## config.mk

```make
export PLATFORM = sky130hd
export DESIGN_NAME = tpm_monitor
export DESIGN_NICKNAME = d
export VERILOG_FILES = /design/src/inc/tpm_pkg.sv /design/src/tpm_monitor.sv
export SDC_FILE = /design/constraint.sdc
export NUM_CORES = 1
export LEC_CHECK = 0
export BUFFER_PORTS_ARGS = -buffer_cell sky130_fd_sc_hd__buf_2
export CORE_ASPECT_RATIO = 0.6
export CORE_UTILIZATION = 25
export DETAILED_ROUTE_END_ITERATION = 6
export GPL_TIMING_DRIVEN = 0
export PLACE_DENSITY_LB_ADDON = 0.15
export SLEW_MARGIN = 20
export SYNTH_ARGS = -nofsm -noshare
export SYNTH_HDL_FRONTEND = slang
export SYNTH_SLANG_ARGS = --single-unit
```

## constraint.sdc

```tcl
create_clock -name ref_clk_in -period 4.36 [get_ports ref_clk_in]
set_input_delay 0.872 -clock ref_clk_in [delete_from_list [all_inputs] [get_ports ref_clk_in]]
set_output_delay 0.872 -clock ref_clk_in [all_outputs]
set_load 0.02 [all_outputs]
```

## src/inc/tpm_pkg.sv

```systemverilog
// Constants shared by the throughput monitor: interval timing and transaction header fields.
package tpm_pkg;
  localparam int unsigned CLK_FREQ_HZ   = 20_000_000;
  localparam int unsigned INTERVAL_S    = 1;
  localparam int unsigned INTERVAL_CYC  = INTERVAL_S * CLK_FREQ_HZ;

  localparam int unsigned CNT_W         = 32;
  localparam int unsigned DATA_W        = 64;
  localparam int unsigned NUM_ENG       = 4;
  localparam int unsigned ENG_BYTES_W   = 4;
  localparam int unsigned ADD_W         = 13;

  localparam logic [ADD_W-1:0] BEAT_FULL_BYTES = 13'h0008;
  localparam logic [ADD_W-1:0] BEAT_HALF_BYTES = 13'h0004;
  localparam logic [ADD_W-1:0] MAX_LEN_DW      = 13'h0400;

  // First header word sits in the upper half of the start beat.
  localparam int unsigned HDR_LSB       = 32;
  localparam int unsigned FMT_HI        = 30;
  localparam int unsigned FMT_LO        = 29;
  localparam int unsigned TYPE_HI       = 28;
  localparam int unsigned TYPE_LO       = 24;
  localparam int unsigned LEN_HI        = 9;
  localparam int unsigned LEN_LO        = 0;
  localparam int unsigned DW_SHIFT      = 2;

  localparam logic [1:0]  FMT_CPLD      = 2'h2;
  localparam logic [4:0]  TYPE_MEM      = 5'h00;
  localparam logic [4:0]  TYPE_CPL      = 5'h0a;
  localparam logic [9:0]  LEN_ZERO      = 10'h000;
endpackage : tpm_pkg

```

## src/tpm_monitor.sv

```systemverilog
// Throughput monitor: per-second byte totals for transaction interfaces and DMA engines.
//
// Function
// - Each DMA engine has its own counter of payload bytes delivered to the user side.
// - Count every transmit transaction interface byte, headers included, all transaction types.
// - Count every receive transaction interface byte, headers included, all transaction types.
// - Separately count payload bytes of upstream memory write packets only.
// - Separately count payload bytes of downstream completion-with-data packets only.
// - All readable totals refresh once per second without any software action.
// - Each readable total equals bytes gathered over one full one-second interval.
`timescale 1ns/1ps

module tpm_acc #(
  parameter int unsigned ADD_W = 13
) (
  input  wire logic                         ref_clk_in,
  input  wire logic                         nrst_in,
  input  wire logic                         tick_in,
  input  wire logic [ADD_W-1:0]             add_in,
  output logic      [tpm_pkg::CNT_W-1:0]    total_out
);
  import tpm_pkg::*;

  logic [CNT_W-1:0] acc_r;
  logic [CNT_W-1:0] acc_nxt;

  // Bytes arriving in the boundary cycle belong to the closing interval, so none are lost.
  assign acc_nxt = acc_r + CNT_W'(add_in);

  always_ff @(posedge ref_clk_in or negedge nrst_in) begin
    if (!nrst_in) begin
      acc_r <= '0;
    end else if (tick_in) begin
      acc_r <= '0;
    end else begin
      acc_r <= acc_nxt;
    end
  end

  always_ff @(posedge ref_clk_in or negedge nrst_in) begin
    if (!nrst_in) begin
      total_out <= '0;
    end else if (tick_in) begin
      total_out <= acc_nxt;
    end
  end
endmodule : tpm_acc

// Sizes one interface beat and reads the first header word of a packet.
module tpm_beat_decode (
  input  wire logic                       beat_in,
  input  wire logic                       sof_in,
  input  wire logic                       eof_in,
  input  wire logic                       half_in,
  input  wire logic [tpm_pkg::DATA_W-1:0] data_in,
  output logic      [tpm_pkg::ADD_W-1:0]  beat_bytes_out,
  output logic      [tpm_pkg::ADD_W-1:0]  len_bytes_out,
  output logic      [31:0]                hdr_out,
  output logic                            start_out
);
  import tpm_pkg::*;

  logic [LEN_HI:LEN_LO] len_field;

  // A short last beat carries only the upper data word.
  assign beat_bytes_out = !beat_in ? '0 :
                          (eof_in && half_in) ? BEAT_HALF_BYTES : BEAT_FULL_BYTES;

  // Header fields are only trusted on a start beat; idle data could look like a packet.
  assign start_out = beat_in && sof_in;
  assign hdr_out   = data_in[HDR_LSB +: 32];
  assign len_field = hdr_out[LEN_HI:LEN_LO];

  // Payload is taken from the declared length, so byte enables inside the last word are ignored.
  // A length field of zero stands for the largest packet, not an empty one.
  assign len_bytes_out = (len_field == LEN_ZERO) ? (MAX_LEN_DW << DW_SHIFT) :
                         (ADD_W'(len_field) << DW_SHIFT);
endmodule : tpm_beat_decode

module tpm_monitor #(
  parameter int unsigned INTERVAL_CYCLES = tpm_pkg::INTERVAL_CYC
) (
  input  wire logic                                        ref_clk_in,
  input  wire logic                                        nrst_in,
  input  wire logic                                        tx_beat_in,
  input  wire logic                                        tx_sof_in,
  input  wire logic                                        tx_eof_in,
  input  wire logic                                        tx_half_in,
  input  wire logic [tpm_pkg::DATA_W-1:0]                  tx_data_in,
  input  wire logic                                        rx_beat_in,
  input  wire logic                                        rx_sof_in,
  input  wire logic                                        rx_eof_in,
  input  wire logic                                        rx_half_in,
  input  wire logic [tpm_pkg::DATA_W-1:0]                  rx_data_in,
  input  wire logic [tpm_pkg::NUM_ENG-1:0]                 eng_valid_in,
  input  wire logic [tpm_pkg::NUM_ENG*tpm_pkg::ENG_BYTES_W-1:0] eng_bytes_in,
  output logic      [tpm_pkg::CNT_W-1:0]                   tx_util_out,
  output logic      [tpm_pkg::CNT_W-1:0]                   rx_util_out,
  output logic      [tpm_pkg::CNT_W-1:0]                   tx_payload_out,
  output logic      [tpm_pkg::CNT_W-1:0]                   rx_payload_out,
  output logic      [tpm_pkg::NUM_ENG*tpm_pkg::CNT_W-1:0]  eng_total_out,
  output logic                                             update_out
);
  import tpm_pkg::*;

  localparam logic [CNT_W-1:0] TERM_CNT = CNT_W'(INTERVAL_CYCLES - 1);

  logic [CNT_W-1:0] tmr_r;
  logic             tick;
  logic [ADD_W-1:0] tx_beat_bytes;
  logic [ADD_W-1:0] rx_beat_bytes;
  logic [ADD_W-1:0] tx_pay_bytes;
  logic [ADD_W-1:0] rx_pay_bytes;
  logic [31:0]      tx_hdr;
  logic [31:0]      rx_hdr;
  logic [ADD_W-1:0] tx_len_bytes;
  logic [ADD_W-1:0] rx_len_bytes;
  logic             tx_start;
  logic             rx_start;

  // Free-running interval counter; software has no way to restart it.
  assign tick = (tmr_r == TERM_CNT);

  always_ff @(posedge ref_clk_in or negedge nrst_in) begin
    if (!nrst_in) begin
      tmr_r <= '0;
    end else if (tick) begin
      tmr_r <= '0;
    end else begin
      tmr_r <= tmr_r + CNT_W'(1);
    end
  end

  always_ff @(posedge ref_clk_in or negedge nrst_in) begin
    if (!nrst_in) begin
      update_out <= 1'b0;
    end else begin
      update_out <= tick;
    end
  end

  tpm_beat_decode u_tx_dec (
    .beat_in        (tx_beat_in),
    .sof_in         (tx_sof_in),
    .eof_in         (tx_eof_in),
    .half_in        (tx_half_in),
    .data_in        (tx_data_in),
    .beat_bytes_out (tx_beat_bytes),
    .len_bytes_out  (tx_len_bytes),
    .hdr_out        (tx_hdr),
    .start_out      (tx_start)
  );

  tpm_beat_decode u_rx_dec (
    .beat_in        (rx_beat_in),
    .sof_in         (rx_sof_in),
    .eof_in         (rx_eof_in),
    .half_in        (rx_half_in),
    .data_in        (rx_data_in),
    .beat_bytes_out (rx_beat_bytes),
    .len_bytes_out  (rx_len_bytes),
    .hdr_out        (rx_hdr),
    .start_out      (rx_start)
  );

  // Memory write: format has data, type is memory. Completion with data: format is FMT_CPLD, type is TYPE_CPL.
  assign tx_pay_bytes = (tx_start && tx_hdr[FMT_HI] &&
                         tx_hdr[TYPE_HI:TYPE_LO] == TYPE_MEM) ? tx_len_bytes : '0;
  assign rx_pay_bytes = (rx_start &&
                         rx_hdr[FMT_HI:FMT_LO] == FMT_CPLD &&
                         rx_hdr[TYPE_HI:TYPE_LO] == TYPE_CPL) ? rx_len_bytes : '0;

  tpm_acc #(.ADD_W(ADD_W)) u_tx_util (
    .ref_clk_in (ref_clk_in),
    .nrst_in    (nrst_in),
    .tick_in    (tick),
    .add_in     (tx_beat_bytes),
    .total_out  (tx_util_out)
  );

  tpm_acc #(.ADD_W(ADD_W)) u_rx_util (
    .ref_clk_in (ref_clk_in),
    .nrst_in    (nrst_in),
    .tick_in    (tick),
    .add_in     (rx_beat_bytes),
    .total_out  (rx_util_out)
  );

  tpm_acc #(.ADD_W(ADD_W)) u_tx_pay (
    .ref_clk_in (ref_clk_in),
    .nrst_in    (nrst_in),
    .tick_in    (tick),
    .add_in     (tx_pay_bytes),
    .total_out  (tx_payload_out)
  );

  tpm_acc #(.ADD_W(ADD_W)) u_rx_pay (
    .ref_clk_in (ref_clk_in),
    .nrst_in    (nrst_in),
    .tick_in    (tick),
    .add_in     (rx_pay_bytes),
    .total_out  (rx_payload_out)
  );

  for (genvar g = 0; g < NUM_ENG; g++) begin : g_eng
    logic [ENG_BYTES_W-1:0] eng_add;

    assign eng_add = eng_valid_in[g] ? eng_bytes_in[g*ENG_BYTES_W +: ENG_BYTES_W] : '0;

    tpm_acc #(.ADD_W(ENG_BYTES_W)) u_eng (
      .ref_clk_in (ref_clk_in),
      .nrst_in    (nrst_in),
      .tick_in    (tick),
      .add_in     (eng_add),
      .total_out  (eng_total_out[g*CNT_W +: CNT_W])
    );
  end
endmodule : tpm_monitor

```

# Word level (Yosys, flattened, before mapping)
# Index checks and enable logic that the tools add are counted.
# Widths: inputs -> output; s select.
# word_totals
reg_bits	545
output_inout_bits	257
# classes
n_eq_ne	3
add_sub_neg	9
mux	21
n_reduce_logical	11
# ops
operator	count
$mux 32	9
$add 32x13->32	4
$add 32x4->32	4
$mux 13	6
$add 32x1->32 const B	1
$eq 32x25->1 const B	1
$mux 4	6
$logic_not 10->1	2
$logic_and 1x1->1	8
$eq 5x4->1 const B	1
$logic_not 5->1	1
$eq 2x2->1 const B	1

# Logic depth before layout (Yosys ltp)
# depth
ltp_word	6
mapped_depth	14
ltp_nobuf	13

# Modules after synthesis
# A second synthesis with hierarchy kept.
# hier_totals
cells_unflattened	2632
area_unflattened_um2	26551.7
# modules_own_cells
mod	n_inst	seq_area_each_um2	cells_each	area_per_inst_um2
tpm_acc (u_rx_pay ...)	4	1601.5	301	3098.0
tpm_acc (g_eng[0].u_eng ...)	4	1601.5	275	2849.0
tpm_monitor	1	825.8	204	1903.1
tpm_beat_decode	2	0.0	62	430.4

# Worst setup path after synthesis
# OpenSTA, ideal clock, no wires.
# synth_path
path_kind	input to register
startpoint	input tx_data_in[60] (netlist bit)
endpoint	register u_tx_pay.total_out[30] (netlist bit)
setup_slack_ps	98
t_arrival_ps	4180
cell_stages	14
required_ps	4278
path_buffers	2
path_cell_list	or4b_2 > nor4_1 > clkbuf_1 > and2_1 > ha_1 > inv_1 > fa_1 > nor2b_1 > o31a_1 > o211ai_1 > and3_1 > clkbuf_1 > or4_1 > a31oi_1
# synth_via
elab_chain_len	4
# synth_rtl
item	line_no	rtl
from (decl)	tpm_monitor.sv:89	input wire logic [tpm_pkg::DATA_W-1:0] tx_data_in,
$logic_not 5->1	tpm_monitor.sv:168	tx_hdr[TYPE_HI:TYPE_LO] == TYPE_MEM) ? tx_len_bytes : '0;
$logic_and 1x1->1	tpm_monitor.sv:167	assign tx_pay_bytes = (tx_start && tx_hdr[FMT_HI] &&
$mux 13	tpm_monitor.sv:168	
$add 32x13->32	tpm_monitor.sv:28	assign acc_nxt = acc_r + CNT_W'(add_in);
to (signal assigned)	tpm_monitor.sv:44	total_out <= acc_nxt;
to (decl)	tpm_monitor.sv:20	output logic [tpm_pkg::CNT_W-1:0] total_out
# Every way passes these cells.
# A chain may end at the register's enable or synchronous reset.

# Worst setup path in the final report
# layout_path
startpoint	input tx_data_in[60] (netlist bit)
endpoint	register u_tx_pay.total_out[27] (netlist bit)
# Same word-level chain as after synthesis.

==> results.cfg <==
[outcome]
status = complete, no violations

[logic_synthesis]
synthFlopType = dfrtp_1
synth.avg_cell_area_sq_um = 9.942
ys_ff_latch = 529
synth_warnings = 0
synth_area_sq_mm = 0.02348
synth_top_area_share_pct = 56.37
netlist_top_cells_area = dfrtp_1, nand2_1, nor2_1, xor2_1, xnor2_1
synth_edf_count = 0
synth_area_leader_cell = dfrtp_1
postSynthCellCount = 2362
synthArstFlopShare_pct = 100.0
ys_seq_area_share_pct = 56.37
ys_types = 62

[global_routing]
track_usage_pct = 15.47
grt_pass1_vias = 18386
grt_pass1_wl_um = 113100
grt-ovfl-total = 0
antenna_found_initial = 4
grt_max_degree = 95

[setup_path]
slowest_stage = or4b_2
critPathBufInv = 4
crit_arrival_ns = 4.74
cp_max_fo = 10
ff2ff_path_depth = 10
path_delay_family = simple AND/OR/NAND/NOR gates
crit_chain = buf_2 > or4b_2 > nor4_4 > buf_4 > buf_4 > and2_1 > ha_1 > a21o_1 > a31o_1 > or3_1 > o21ai_1 > buf_2 > o31ai_1 > a31oi_1
crit_path_start_kind = input pin
timing.rr.start = tmr_r[0]
end_kind = flip-flop
reg2reg_to = g_eng[1].u_eng.total_out[5]
ff2ff_setup_slack_ns = 0.70
crit_type = in2reg
critPathMaxStageDelay_ns = 0.70
required_ns = 4.88

[final_layout]
final_util_pct = 31.28
fin_nets = 2959
stdcell_count = 4034
drive_gt1_share_pct = 17.23
area.growth.synth_to_final_pct = 23.13

[pwr]
powerDensity_mw_per_mm2 = 413.1
leakage_nw = 13.17
ir_drop_uv = 269.6

[run]
maxCapViolations = 0

[floorplanning]
num_rows = 86
coreArea_sq_mm = 0.09243
pin_count = 415
die_area_sq_mm = 0.09520
die_h_um = 239.4
dieWidth_um = 397.7
start_util_pct = 25.41

[clocking]
insertion_delay_ns = 0.63
cts_max_level = 2
cts_tree = done
ctsRootBufferMaster = clkbuf_16
clkTransAtPathRegs_ns = 0.07
clockBufferDepth = 3
clock_sinks = 529
cts_inserted_buffers = 58

[route]
dr.pass1.iters = 7
vias_per_cell = 4.530
wire_per_inst_um = 18.35
drtIter0Drc = 991
ant_nets = 0
vias = 18276
drt_wl_total_um = 74020
drc_errors = 0

[place]
io_buffers = 311
place_inst = 3918
place_congestion = 0.8281
hpwlAfterDp_um = 54800

[worst_hold_path]
hold_class = in2async

[sta]
setup_tns_ns = 0
hold_violations = 0
skew_ns = 0.02649
rsz0062_at_grt = no
period_minus_slack_ns = 4.223
drv_slew = 0
finalCritPeriodShare_pct = 96.86
fmax_ghz = 0.2368
finalSetupViolCount = 0
slew_headroom_pct = 31.44
tightest_slew_ns = 1.028
## placed cells by master, fill, tap and decap left out, drive strengths merged, types with 13 or more instances in the layout
| cell | synthesis | final |
|---|---|---|
| a21oi | 50 | 50 |
| a31oi | 20 | 20 |
| and2 | 48 | 48 |
| and3 | 36 | 36 |
| and4 | 25 | 25 |
| buf | 48 | 371 |
| clkbuf | 59 | 140 |
| dfrtp | 529 | 529 |
| ha | 43 | 43 |
| inv | 48 | 53 |
| nand2 | 354 | 354 |
| nand3 | 76 | 76 |
| nand4 | 50 | 50 |
| nor2 | 324 | 324 |
| nor2b | 13 | 13 |
| nor3 | 21 | 21 |
| o21ai | 241 | 241 |
| o31ai | 13 | 13 |
| or4 | 15 | 15 |
| xnor2 | 117 | 117 |
| xor2 | 125 | 125 |
## sequential cells by signal, summed over array words and instances (netlist names)
register / count
u_tx_util.total_out: 30
u_tx_pay.total_out: 30
update_out: 1
u_tx_util.acc_r: 30
u_rx_util.total_out: 30
tmr_r: 32
u_rx_pay.acc_r: 30
u_rx_pay.total_out: 30
u_tx_pay.acc_r: 30
g_eng.u_eng.total_out: 128
g_eng.u_eng.acc_r: 128
u_rx_util.acc_r: 30
## what timing repair did
action | in CTS | in global routing
gates resized for setup | 3 | 8
pin swaps | 0 | 5
endpoints found under the setup margin | 13 | 9
setup buffers | 0 | 5
hold buffers | 0 | 0
## synthesized netlist by cell type (all sizes together) (21+ instances only)
library cell / count
and2: 48
inv: 48
clkbuf: 59
xnor2: 117
a21oi: 50
nor3: 21
and3: 36
buf: 48
ha: 43
nand2: 354
o21ai: 241
nand4: 50
dfrtp: 529
nor2: 324
xor2: 125
and4: 25
nand3: 76
## worst reg2reg max path, stage by stage, from the launching register on
cell and delay, ns:
dfrtp_1 0.42, ha_1 0.25, nand2_1 0.11, nor2_1 0.07, and3_1 0.20, nand3_1 0.60, buf_2 0.42, buf_2 0.54
buf_1 0.72, nand2_1 0.15, o21ai_1 0.10
## metrics by stage
| step | instance area [sq um] | hold WS [ns] | setup WS (ns) | power (mW) |
|---|---|---|---|---|
| 2_1_floorplan | 23510 | 0.4472 | 0.09777 | 6.208 |
| 3_3_place_gp | 26610 | 0.4610 | -9.055 | 6.613 |
| 3_5_place_dp | 26780 | 0.4649 | -0.9606 | 6.673 |
| 4_1_cts | 28850 | 0.02888 | 0.07030 | 12.16 |
| 5_1_grt | 28910 | 0.04817 | 0.001312 | 12.54 |
| 6_report | 28920 | 0.09096 | 0.1371 | 11.94 |
## cell families after synthesis
kind of cell | share of synthesized area, %
DFF | 56.37
muxes | 0.04795
adders and majority gates | 2.973
and+or+nand+nor | 19.85
AOI/OAI and AO/OA | 8.770
buffers and inverters | 2.941
xor gates and xnor gates | 9.026
other | 0.01597
## cell type report
| cell class | instances | area (sq um) |
|---|---|---|
| fill | 9544 | 63520 |
| sequential | 529 | 13240 |
| multi-input combinational | 1685 | 9613 |
| timing repair buffer | 322 | 1769 |
| clock buffer | 83 | 1687 |
| tap | 1232 | 1541 |
| buffer | 106 | 510.5 |
| clock inverter | 24 | 364.1 |
| inverter | 48 | 180.2 |
| antenna | 5 | 12.51 |
## worst max path at each step
stage	cells after the start	end	slack, ns	from
3_3_place_gp	1	g_eng[3].u_eng.total_out[15]	-9.06	nrst_in
3_5_place_dp	15	u_tx_pay.total_out[26]	-0.96	tx_data_in[60]
4_1_cts	15	u_tx_pay.total_out[26]	0.07	tx_data_in[60]
2_1_floorplan	14	u_tx_pay.total_out[30]	0.1	tx_data_in[60]
6_report	14	u_tx_pay.total_out[27]	0.14	tx_data_in[60]
5_1_grt	14	u_tx_pay.total_out[26]	0.001	tx_data_in[60]
## power by group
part           leakage, nW  internal [mW]  switching, mW  total, mW
sequential            5.95           5.18          0.201       5.38
combinational         6.22          0.451          0.757       1.21
clock                0.997           3.17           2.19       5.36
total                 13.2           8.80           3.15       11.9
## metal layers
layer | global-route usage [%] | vias up | wire length [um]
met5 | 0 | - | 0
met4 | 3.695 | 0 | 1560
met3 | 2.299 | 100 | 2449
met2 | 22.88 | 273 | 31990
met1 | 23.41 | 9181 | 38020
li1 | - | 8722 | -
(Power assumes the default switching activity.)
